[src/hdl/ita_pkg.sv]
// constants, register map and carrier types of the ignition timing adjust block
package ita_pkg;
    localparam int DW = 16;
    localparam int AW = 8;
    localparam int NPTS = 5;
    typedef logic signed [15:0] ita_angle_t;
    typedef logic [15:0] ita_word_t;
    // angles in hundredths of a degree, positive is advance
    localparam ita_angle_t ANGLE_LIMIT = 16'sh0FA0;
    localparam ita_angle_t SPAN_LIMIT = 16'sh0FA0;
    // loop current in hundredths of a milliamp
    localparam ita_word_t LOOP_LOW_END = 16'h0190;
    localparam ita_word_t LOOP_HIGH_END = 16'h07D0;
    localparam ita_word_t LOOP_SPAN = 16'h0640;
    localparam ita_word_t SPEED_MAX = 16'h1388;
    localparam logic [7:0] ENERGY_MIN = 8'h0F;
    localparam logic [7:0] ENERGY_MAX = 8'h64;
    localparam logic [2:0] POINT_COUNT_MAX = 3'h5;
    // timing
    localparam longint CLK_HZ = 64'h0000_0000_0131_2D00;
    localparam longint HOUR_S = 64'h0000_0000_0000_0E10;
    localparam longint HOUR_CYCLES = CLK_HZ * HOUR_S;
    // register offsets (word addresses)
    localparam logic [7:0] ADDR_CTRL = 8'h00;
    localparam logic [7:0] ADDR_LOW_END = 8'h01;
    localparam logic [7:0] ADDR_HIGH_END = 8'h02;
    localparam logic [7:0] ADDR_FALLBACK = 8'h03;
    localparam logic [7:0] ADDR_B_OFFSET = 8'h04;
    localparam logic [7:0] ADDR_EARLY_A = 8'h05;
    localparam logic [7:0] ADDR_LATE_A = 8'h06;
    localparam logic [7:0] ADDR_EARLY_B = 8'h07;
    localparam logic [7:0] ADDR_LATE_B = 8'h08;
    localparam logic [7:0] ADDR_POINT_COUNT = 8'h09;
    localparam logic [7:0] ADDR_ENERGY = 8'h0A;
    localparam logic [7:0] ADDR_SAVE = 8'h0B;
    localparam logic [7:0] ADDR_ENERGY_SAVED = 8'h0C;
    localparam logic [7:0] ADDR_STATUS = 8'h0D;
    localparam logic [7:0] ADDR_HOURS = 8'h0E;
    localparam logic [7:0] ADDR_CHECKSUM = 8'h0F;
    localparam logic [7:0] ADDR_REVISION = 8'h10;
    localparam logic [7:0] ADDR_MODEL = 8'h11;
    localparam logic [7:0] ADDR_ANGLE = 8'h12;
    localparam logic [7:0] ADDR_POINT_BASE = 8'h20;
    // control register fields
    localparam int CTRL_TOGGLE = 0;
    localparam int CTRL_KNOB = 1;
    localparam int CTRL_CURVE_A = 2;
    localparam int CTRL_CURVE_B = 3;
    localparam int CTRL_LOOP_A = 4;
    localparam int CTRL_LOOP_B = 5;
    localparam int CTRL_W = 6;
    // status register fields
    localparam int STAT_REJECT = 0;
    localparam int STAT_SCHED_B = 1;
    localparam int STAT_LOOP_LOST = 2;
    // reset values
    localparam logic [CTRL_W-1:0] CTRL_RESET = 6'h02;
    localparam ita_angle_t ANGLE_RESET = 16'sh0000;
    localparam ita_angle_t EARLY_RESET = 16'sh0FA0;
    localparam ita_angle_t LATE_RESET = -16'sh0FA0;
    localparam logic [7:0] ENERGY_RESET = 8'h64;
    localparam logic [2:0] COUNT_RESET = 3'h0;
    typedef struct packed {
        logic [CTRL_W-1:0] ctrl;
        ita_angle_t low_end_angle;
        ita_angle_t high_end_angle;
        ita_angle_t loop_fallback_angle;
        ita_angle_t b_offset;
        ita_angle_t earliest_limit_a;
        ita_angle_t latest_limit_a;
        ita_angle_t earliest_limit_b;
        ita_angle_t latest_limit_b;
        logic [2:0] point_count;
        logic [7:0] energy;
        logic [7:0] energy_saved;
    } ita_cfg_s;
    typedef struct packed {
        ita_angle_t knob;
        ita_angle_t loop;
        ita_angle_t curve;
        logic sched_b;
        logic loop_lost;
    } ita_contrib_s;
endpackage : ita_pkg

[src/hdl/ita_core.sv]
// ignition timing adjust: loop, speed curve, schedules, limits, energy and info view
`timescale 1ns/100ps
// Notes on behaviour
// - loop current interpolates low toward high angle
// - lost or low loop uses fallback angle
// - loop and curve angles within forty degrees
// - refuse low/high angles differing over forty degrees
// - loop angles writable only if loop enabled
// - curve holds zero to five speed/angle points
// - zero points disables curve and point writes
// - points beyond count are rejected
// - point speed limited to 0..5000 rpm
// - schedule B curve only in toggle mode
// - toggle mode, open input selects A
// - toggle mode, closed input selects B
// - schedule B adds offset to all contributions
// - clamp to active schedule limits
// - energy level accepts 15..100 percent
// - energy live on entry, stored on save
// - info view: hours, checksum, revision, model
// - run/stop mode uses schedule A only
// - disabled knob contributes zero degrees
module ita_core
    import ita_pkg::*;
#(
    parameter longint HOUR_COUNT = HOUR_CYCLES,
    parameter logic [15:0] REVISION = 16'h0100, // arbitrary value
    parameter logic [15:0] MODEL = 16'h5A31 // arbitrary value
)
(
    input wire logic CLK,
    input wire logic RESETN,
    input wire logic CE,
    input wire logic [AW-1:0] ADDR,
    input wire logic [DW-1:0] WDATA,
    input wire logic WR,
    input wire logic RD,
    output logic [DW-1:0] RDATA,
    input wire logic signed [15:0] KNOB_ANGLE,
    input wire logic [15:0] LOOP_CURRENT,
    input wire logic LOOP_PRESENT,
    input wire logic [15:0] ENGINE_SPEED,
    input wire logic INPUT_CLOSED,
    output logic signed [15:0] FIRING_ANGLE,
    output logic SCHED_B,
    output logic LOOP_LOST,
    output logic [7:0] ENERGY_LEVEL,
    output logic ENERGY_SAVE
);
    ita_cfg_s cfg;
    ita_cfg_s next_cfg;
    ita_contrib_s stage;
    ita_contrib_s next_stage;
    logic [15:0] pt_speed [NPTS];
    logic signed [15:0] pt_angle [NPTS];
    logic reject;
    logic [39:0] hour_div;
    logic [15:0] hours;
    logic [DW-1:0] next_rdata;

    // write decode
    wire ita_angle_t wangle = ita_angle_t'(WDATA);
    wire angle_ok = (wangle <= ANGLE_LIMIT) && (wangle >= -ANGLE_LIMIT);
    wire toggle_mode = cfg.ctrl[CTRL_TOGGLE];
    wire loop_cfg_en = cfg.ctrl[CTRL_LOOP_A] | cfg.ctrl[CTRL_LOOP_B];
    wire signed [16:0] span_low = 17'(wangle) - 17'(cfg.high_end_angle);
    wire signed [16:0] span_high = 17'(wangle) - 17'(cfg.low_end_angle);
    wire span_low_ok = (span_low <= 17'(SPAN_LIMIT)) && (span_low >= -17'(SPAN_LIMIT));
    wire span_high_ok = (span_high <= 17'(SPAN_LIMIT)) && (span_high >= -17'(SPAN_LIMIT));
    wire pt_region = (ADDR[7:4] == ADDR_POINT_BASE[7:4]);
    wire [2:0] pt_idx = ADDR[3:1];
    wire pt_is_angle = ADDR[0];
    wire pt_allowed = pt_region && (pt_idx < cfg.point_count);
    wire pt_speed_ok = pt_allowed && !pt_is_angle && (WDATA <= SPEED_MAX);
    wire pt_angle_ok = pt_allowed && pt_is_angle && angle_ok;
    wire energy_ok = (WDATA[7:0] >= ENERGY_MIN) && (WDATA[7:0] <= ENERGY_MAX)
        && (WDATA[15:8] == 8'h00);
    wire count_ok = (WDATA <= 16'(POINT_COUNT_MAX));

    logic wr_ok;
    always_comb
    begin
        next_cfg = cfg;
        wr_ok = 1'b1;
        if (WR)
        begin
            case (ADDR)
                ADDR_CTRL: next_cfg.ctrl = WDATA[CTRL_W-1:0];
                ADDR_LOW_END:
                begin
                    wr_ok = loop_cfg_en && angle_ok && span_low_ok;
                    if (wr_ok) next_cfg.low_end_angle = wangle;
                end
                ADDR_HIGH_END:
                begin
                    wr_ok = loop_cfg_en && angle_ok && span_high_ok;
                    if (wr_ok) next_cfg.high_end_angle = wangle;
                end
                ADDR_FALLBACK:
                begin
                    wr_ok = loop_cfg_en && angle_ok;
                    if (wr_ok) next_cfg.loop_fallback_angle = wangle;
                end
                ADDR_B_OFFSET:
                begin
                    wr_ok = toggle_mode && angle_ok;
                    if (wr_ok) next_cfg.b_offset = wangle;
                end
                ADDR_EARLY_A:
                begin
                    wr_ok = angle_ok;
                    if (wr_ok) next_cfg.earliest_limit_a = wangle;
                end
                ADDR_LATE_A:
                begin
                    wr_ok = angle_ok;
                    if (wr_ok) next_cfg.latest_limit_a = wangle;
                end
                ADDR_EARLY_B:
                begin
                    wr_ok = toggle_mode && angle_ok;
                    if (wr_ok) next_cfg.earliest_limit_b = wangle;
                end
                ADDR_LATE_B:
                begin
                    wr_ok = toggle_mode && angle_ok;
                    if (wr_ok) next_cfg.latest_limit_b = wangle;
                end
                ADDR_POINT_COUNT:
                begin
                    wr_ok = count_ok;
                    if (wr_ok) next_cfg.point_count = WDATA[2:0];
                end
                ADDR_ENERGY:
                begin
                    wr_ok = energy_ok;
                    if (wr_ok) next_cfg.energy = WDATA[7:0];
                end
                ADDR_SAVE: next_cfg.energy_saved = cfg.energy;
                ADDR_STATUS: wr_ok = 1'b1;
                default: wr_ok = !pt_region || pt_speed_ok || pt_angle_ok;
            endcase
        end
    end

    wire wr_refused = WR && !wr_ok;
    wire reject_clear = WR && (ADDR == ADDR_STATUS) && WDATA[STAT_REJECT];
    wire next_reject = wr_refused | (reject && !reject_clear);

    always_ff @(posedge CLK or negedge RESETN)
    begin
        if (!RESETN)
        begin
            cfg <= '{ctrl: CTRL_RESET, low_end_angle: ANGLE_RESET,
                high_end_angle: ANGLE_RESET, loop_fallback_angle: ANGLE_RESET,
                b_offset: ANGLE_RESET, earliest_limit_a: EARLY_RESET,
                latest_limit_a: LATE_RESET, earliest_limit_b: EARLY_RESET,
                latest_limit_b: LATE_RESET, point_count: COUNT_RESET,
                energy: ENERGY_RESET, energy_saved: ENERGY_RESET};
            reject <= 1'b0;
        end
        else if (CE)
        begin
            cfg <= next_cfg;
            reject <= next_reject; // set wins over clear
        end
    end

    // curve point storage
    generate
        for (genvar i = 0; i < NPTS; i++)
        begin : g_pt
            wire hit = WR && pt_region && (pt_idx == 3'(i)) && (pt_speed_ok || pt_angle_ok);
            always_ff @(posedge CLK or negedge RESETN)
            begin
                if (!RESETN)
                begin
                    pt_speed[i] <= 16'h0000;
                    pt_angle[i] <= ANGLE_RESET;
                end
                else if (CE && hit && pt_is_angle)
                    pt_angle[i] <= wangle;
                else if (CE && hit)
                    pt_speed[i] <= WDATA;
            end
        end
    endgenerate

    // schedule selection
    wire sched_b = toggle_mode && INPUT_CLOSED;
    wire loop_on = sched_b ? cfg.ctrl[CTRL_LOOP_B] : cfg.ctrl[CTRL_LOOP_A];
    wire curve_on = (sched_b ? cfg.ctrl[CTRL_CURVE_B] : cfg.ctrl[CTRL_CURVE_A])
        && (cfg.point_count != 3'h0);

    // loop contribution
    wire loop_low = !LOOP_PRESENT || (LOOP_CURRENT < LOOP_LOW_END);
    wire [15:0] loop_clip = (LOOP_CURRENT > LOOP_HIGH_END) ? LOOP_HIGH_END : LOOP_CURRENT;
    wire signed [31:0] loop_off = 32'(loop_clip - LOOP_LOW_END);
    wire signed [31:0] loop_diff = 32'(cfg.high_end_angle) - 32'(cfg.low_end_angle);
    wire signed [31:0] loop_q = (loop_diff * loop_off) / signed'(32'(LOOP_SPAN));
    wire ita_angle_t loop_interp = cfg.low_end_angle + 16'(loop_q);
    wire ita_angle_t loop_val = loop_low ? cfg.loop_fallback_angle : loop_interp;

    // speed curve contribution
    logic [NPTS-1:0] ge;
    generate
        for (genvar i = 0; i < NPTS; i++)
        begin : g_ge
            assign ge[i] = (3'(i) < cfg.point_count) && (ENGINE_SPEED >= pt_speed[i]);
        end
    endgenerate

    logic [2:0] seg;
    always_comb
    begin
        seg = 3'h0;
        for (int i = 0; i < NPTS; i++)
            if (ge[i]) seg = 3'(i);
    end

    wire [2:0] seg_nx = (seg == 3'(NPTS - 1)) ? seg : seg + 3'h1;
    wire hold_pt = (ge == '0) || (seg_nx >= cfg.point_count);
    wire signed [31:0] cv_den = 32'(pt_speed[seg_nx]) - 32'(pt_speed[seg]);
    wire signed [31:0] cv_num = (32'(pt_angle[seg_nx]) - 32'(pt_angle[seg]))
        * (32'(ENGINE_SPEED) - 32'(pt_speed[seg]));
    wire signed [31:0] cv_q = (cv_den > 32'sh0) ? cv_num / cv_den : 32'sh0;
    wire ita_angle_t curve_val = hold_pt ? pt_angle[seg] : pt_angle[seg] + 16'(cv_q);

    always_comb
    begin
        next_stage.knob = cfg.ctrl[CTRL_KNOB] ? KNOB_ANGLE : ANGLE_RESET;
        next_stage.loop = loop_on ? loop_val : ANGLE_RESET;
        next_stage.curve = curve_on ? curve_val : ANGLE_RESET;
        next_stage.sched_b = sched_b;
        next_stage.loop_lost = loop_low;
    end

    // sum, offset and clamp
    wire signed [18:0] sum = 19'(stage.knob) + 19'(stage.loop) + 19'(stage.curve)
        + (stage.sched_b ? 19'(cfg.b_offset) : 19'sh0);
    wire ita_angle_t early = stage.sched_b ? cfg.earliest_limit_b : cfg.earliest_limit_a;
    wire ita_angle_t late = stage.sched_b ? cfg.latest_limit_b : cfg.latest_limit_a;
    wire ita_angle_t clamped = (sum > 19'(early)) ? early :
        (sum < 19'(late)) ? late : 16'(sum);

    always_ff @(posedge CLK or negedge RESETN)
    begin
        if (!RESETN)
        begin
            stage <= '0;
            FIRING_ANGLE <= ANGLE_RESET;
            SCHED_B <= 1'b0;
            LOOP_LOST <= 1'b0;
        end
        else if (CE)
        begin
            stage <= next_stage;
            FIRING_ANGLE <= clamped;
            SCHED_B <= stage.sched_b;
            LOOP_LOST <= stage.loop_lost;
        end
    end

    always_ff @(posedge CLK or negedge RESETN)
    begin
        if (!RESETN)
        begin
            ENERGY_LEVEL <= ENERGY_RESET;
            ENERGY_SAVE <= 1'b0;
        end
        else if (CE)
        begin
            ENERGY_LEVEL <= next_cfg.energy;
            ENERGY_SAVE <= WR && (ADDR == ADDR_SAVE);
        end
    end

    // operating hours
    wire hour_tick = (hour_div == 40'(HOUR_COUNT - 1));
    always_ff @(posedge CLK or negedge RESETN)
    begin
        if (!RESETN)
        begin
            hour_div <= 40'h00_0000_0000;
            hours <= 16'h0000;
        end
        else if (CE)
        begin
            hour_div <= hour_tick ? 40'h00_0000_0000 : hour_div + 40'h00_0000_0001;
            if (hour_tick) hours <= hours + 16'h0001;
        end
    end

    // checksum over stored configuration
    logic [15:0] checksum;
    always_comb
    begin
        checksum = 16'(cfg.ctrl) ^ cfg.low_end_angle ^ cfg.high_end_angle
            ^ cfg.loop_fallback_angle ^ cfg.b_offset ^ cfg.earliest_limit_a
            ^ cfg.latest_limit_a ^ cfg.earliest_limit_b ^ cfg.latest_limit_b
            ^ 16'(cfg.point_count) ^ 16'(cfg.energy_saved);
        for (int i = 0; i < NPTS; i++)
            checksum = checksum ^ pt_speed[i] ^ pt_angle[i];
    end

    // read mux
    wire [15:0] status = 16'({LOOP_LOST, SCHED_B, reject});
    always_comb
    begin
        case (ADDR)
            ADDR_CTRL: next_rdata = 16'(cfg.ctrl);
            ADDR_LOW_END: next_rdata = cfg.low_end_angle;
            ADDR_HIGH_END: next_rdata = cfg.high_end_angle;
            ADDR_FALLBACK: next_rdata = cfg.loop_fallback_angle;
            ADDR_B_OFFSET: next_rdata = cfg.b_offset;
            ADDR_EARLY_A: next_rdata = cfg.earliest_limit_a;
            ADDR_LATE_A: next_rdata = cfg.latest_limit_a;
            ADDR_EARLY_B: next_rdata = cfg.earliest_limit_b;
            ADDR_LATE_B: next_rdata = cfg.latest_limit_b;
            ADDR_POINT_COUNT: next_rdata = 16'(cfg.point_count);
            ADDR_ENERGY: next_rdata = 16'(cfg.energy);
            ADDR_ENERGY_SAVED: next_rdata = 16'(cfg.energy_saved);
            ADDR_STATUS: next_rdata = status;
            ADDR_HOURS: next_rdata = hours;
            ADDR_CHECKSUM: next_rdata = checksum;
            ADDR_REVISION: next_rdata = REVISION;
            ADDR_MODEL: next_rdata = MODEL;
            ADDR_ANGLE: next_rdata = FIRING_ANGLE;
            default:
                if (pt_region && pt_idx < 3'(NPTS))
                    next_rdata = pt_is_angle ? pt_angle[pt_idx] : pt_speed[pt_idx];
                else
                    next_rdata = 16'h0000;
        endcase
    end

    always_ff @(posedge CLK or negedge RESETN)
    begin
        if (!RESETN)
            RDATA <= 16'h0000;
        else if (CE)
            RDATA <= RD ? next_rdata : 16'h0000;
    end
endmodule : ita_core

[config.mk]
export PLATFORM = sky130hd
export DESIGN_NAME = ita_core
export DESIGN_NICKNAME = d
export VERILOG_FILES = /design/src/hdl/ita_pkg.sv /design/src/hdl/ita_core.sv
export SDC_FILE = /design/constraint.sdc
export NUM_CORES = 2
export LEC_CHECK = 0
export ABC_AREA = 1
export CAP_MARGIN = 30
export CORE_MARGIN = 3
export CORE_UTILIZATION = 50
export DETAILED_ROUTE_END_ITERATION = 8
export DONT_BUFFER_PORTS = 1
export MAX_ROUTING_LAYER = met4
export PLACE_DENSITY = 0.63
export SLEW_MARGIN = 20
export SYNTH_ARGS = -nofsm -noshare
export SYNTH_HDL_FRONTEND = slang
export SYNTH_SLANG_ARGS = --single-unit
export TNS_END_PERCENT = 30
[constraint.sdc]
create_clock -name CLK -period 123.5 [get_ports CLK]
set_input_delay 18.525 -clock CLK [delete_from_list [all_inputs] [get_ports CLK]]
set_output_delay 18.525 -clock CLK [all_outputs]
set_load 0.1 [all_outputs]
==> flow_metrics.tcl <==
set metrics [dict create \
    outcome "complete, no violations" \
    ioPinCount 122 \
    hold_viol 0 \
    dieArea_mm2 0.181 \
    grt_max_degree 456 \
    hold_class "reg2reg" \
    clk_latency_ns 0.67 \
    cp-start-kind "input pin" \
    ctsHoldBuffers 0 \
    min_period_ns 114.52 \
    postRouteAntennaNets 0 \
    slew-limit-headroom_pct 22.0 \
    slew_violations 0 \
    post-dp-hpwl_um 279000 \
    start_util_pct 50.4 \
    clk_pin_slew_ns 0.06 \
    critical_path_class "in2reg" \
    htreeDepth 2 \
    netlist_area_mm2 0.0877 \
    synth.largest_area_cell "ha_1" \
    cp_slowest_cell "fa_1" \
    drive_gt1_share_pct 8.23 \
    cts_buffers 54 \
    die_y_um 425 \
    core_mm2 0.174 \
    fin_area_mm2 0.0955 \
    grt_pass1_wl_um 516000 \
    cts-root-buf "clkbuf_16" \
    crit_required_ns 124.04 \
    routabilityCongestion 1.06 \
    period_share_pct 92.7 \
    worst_pin_slew_ns 1.16 \
    drt_pass1_iterations 7 \
    routed_via_density 5.76 \
    ys_warn_count 0 \
    placed_area_mm2 0.0920 \
    post_drt_wl_per_cell_um 22.8 \
    synth_edf_count 0 \
    worstPathArrival_ns 115.06 \
    dpl.cell_count 15000 \
    cp_max_fo 50 \
    cts_buffer_depth 3 \
    syn2layout_area_growth_pct 8.84 \
    grt_pass1_vias 84300 \
    synth_top_area_share_pct 13.8 \
    cpPeakStageDelay_ns 0.54 \
    max_freq_mhz 8.73 \
    synth.yosys.seq_area_share_pct 13.0 \
    avgSynthCellArea_um2 6.96 \
    die_w_um 425 \
    async_reset_ff_share_pct 100 \
    final_nets 14400 \
    synth.area.top_cells "ha_1 (14%), fa_1 (14%), dfrtp_1 (12%)" \
    rows 153 \
    io_buffers 0 \
    endpoint_kind "register" \
    synthCells 12600 \
    routed_wl_um 346000 \
    synth_cell_type_count 85 \
    clock_sinks 455 \
    antenna_found_initial 6 \
    drc 0 \
    synthFlopType "dfrtp_1" \
    crit_family "compound AO/OA/AOI/OAI gates" \
    fin_worst_skew_ns 0.0347 \
    ys_ff_latch 455 \
    drv_cap 0 \
    gr-total-overflow 0 \
    path_buf_inv 177 \
    drt-initial-drc-count 8177 \
    cts_tree "built" \
    num_vias 87200 \
    finalSetupViolCount 0 \
    crit_top_cell "nand2_1" \
    grt_usage_pct 38.4 \
    final_cells 15200 \
]
[worst paths after layout]
path	from	endpoint	slack, ns	cells after the start
setup / recovery	ENGINE_SPEED[0]	stage[17]	8.98	931
hold / removal	hours[15]	hours[15]	0.48	1
setup reg to reg	pt_speed[1]	stage[17]	26.35	722
hold reg to reg	hours[15]	hours[15]	0.48	1
max in group asynchronous	RESETN	pt_speed[35]	105.20	0
min in group asynchronous	RESETN	hour_div[17]	17.57	0
[routing by layer]
| metal | track usage (%) | up-vias | wire length, um | part of all wire [%] |
|---|---|---|---|---|
| met5 | - | - | 0 | 0 |
| met4 | 18.3 | 0 | 20600 | 6.0 |
| met3 | 7.59 | 816 | 32000 | 9.2 |
| met2 | 58.3 | 3875 | 151000 | 44 |
| met1 | 49.0 | 41500 | 142000 | 41 |
| li1 | - | 41000 | - | - |
[kinds of logic (layout without fill, tap and decap cells)]
logic type | after synthesis | count (layout) | synth area share [%]
compound gates | 2492 | 2493 | 16.2
xor+xnor | 921 | 921 | 9.26
fa+ha+maj | 1568 | 1568 | 27.5
buf+inv | 2502 | 2595 | 10.8
flops | 455 | 455 | 13.0
mux | 11 | 11 | 0.127
other cells | 1 | 125 | 0.00427
simple gates | 4659 | 4661 | 23.1
[cell usage after synthesis (8+ instances only)]
| cell | instances |
|---|---|
| xnor2_1 | 390 |
| nor3_1 | 103 |
| o21ai_0 | 996 |
| nand3_4 | 8 |
| nor2_4 | 17 |
| nor2_2 | 17 |
| ha_1 | 966 |
| o21bai_1 | 75 |
| or2_2 | 109 |
| a31oi_1 | 50 |
| inv_1 | 2079 |
| nand4_1 | 150 |
| a2111oi_0 | 10 |
| dfrtp_1 | 424 |
| nor4_1 | 40 |
| o41ai_1 | 9 |
| a211oi_1 | 30 |
| nand2_2 | 124 |
| a21o_1 | 62 |
| nand3_1 | 379 |
| o31ai_1 | 35 |
| o22ai_1 | 59 |
| nand2_4 | 47 |
| fa_1 | 602 |
| clkinv_1 | 39 |
| a221oi_1 | 48 |
| a32o_1 | 29 |
| or3_1 | 9 |
| clkbuf_1 | 291 |
| o21a_1 | 20 |
| nand3_2 | 26 |
| nand3b_1 | 15 |
| inv_2 | 47 |
| o21ai_1 | 37 |
| o2111ai_1 | 39 |
| buf_1 | 19 |
| a21oi_1 | 851 |
| nor2_1 | 1052 |
| o221ai_1 | 29 |
| mux2i_1 | 10 |
| dfstp_2 | 31 |
| xor2_1 | 527 |
| nand2_1 | 2527 |
| buf_4 | 12 |
| o211ai_1 | 72 |
[placed cells by master, fill, tap and decap left out, types with 150 or more instances in the layout]
cell and n:
a21oi_1 791, buf_4 246, dfrtp_1 423, fa_1 601, ha_1 964, inv_1 2066, nand2_1 2511, nand3_1 377
nand4_1 150, nor2_1 1034, o21ai_0 929, xnor2_1 387, xor2_1 517
[flip-flops by register name, indices dropped and copies added (netlist names)]
name and cells:
stage 50, hour_div 40, cfg 145, FIRING_ANGLE 16
pt_angle 80, SCHED_B 1, ENERGY_LEVEL 8, ENERGY_SAVE 1
pt_speed 80, LOOP_LOST 1, RDATA 16, hours 16
reject 1
[cell type report]
| type | instances | area, um2 |
|---|---|---|
| Fill cell | 17100 | 78700 |
| Multi-Input combinational cell | 9774 | 68100 |
| Sequential cell | 455 | 11400 |
| Inverter | 2173 | 8240 |
| Tap cell | 2325 | 2910 |
| Timing Repair Buffer | 314 | 2860 |
| Clock buffer | 77 | 1540 |
| Clock inverter | 25 | 359 |
| Timing Repair inverter | 6 | 33.8 |
| Antenna cell | 5 | 12.5 |
[per-stage QoR]
| step | hold WS (ns) | setup TNS, ns | utilization [%] | setup WS [ns] |
|---|---|---|---|---|
| after floorplan | 0.442 | 0 | - | 10.20 |
| after global placement | 0.464 | -0.231 | 52.5 | -0.199 |
| after detailed placement | 0.460 | -19.74 | 52.8 | -2.58 |
| after CTS | 0.474 | 0 | 54.0 | 0.105 |
| after global routing | 0.507 | -1.01 | 54.8 | -0.460 |
| final | 0.477 | 0 | 54.8 | 8.98 |
[timing repair]
item,in CTS,in global routing
gates resized for setup,17,275
pin swaps,1,46
gates cloned,1,9
buffers inserted,3,48
setup endpoints to repair,12,16
Power is left out: the tool's default activity adds up to more than one toggle a clock period on the data nets, which glitch-free logic cannot reach.
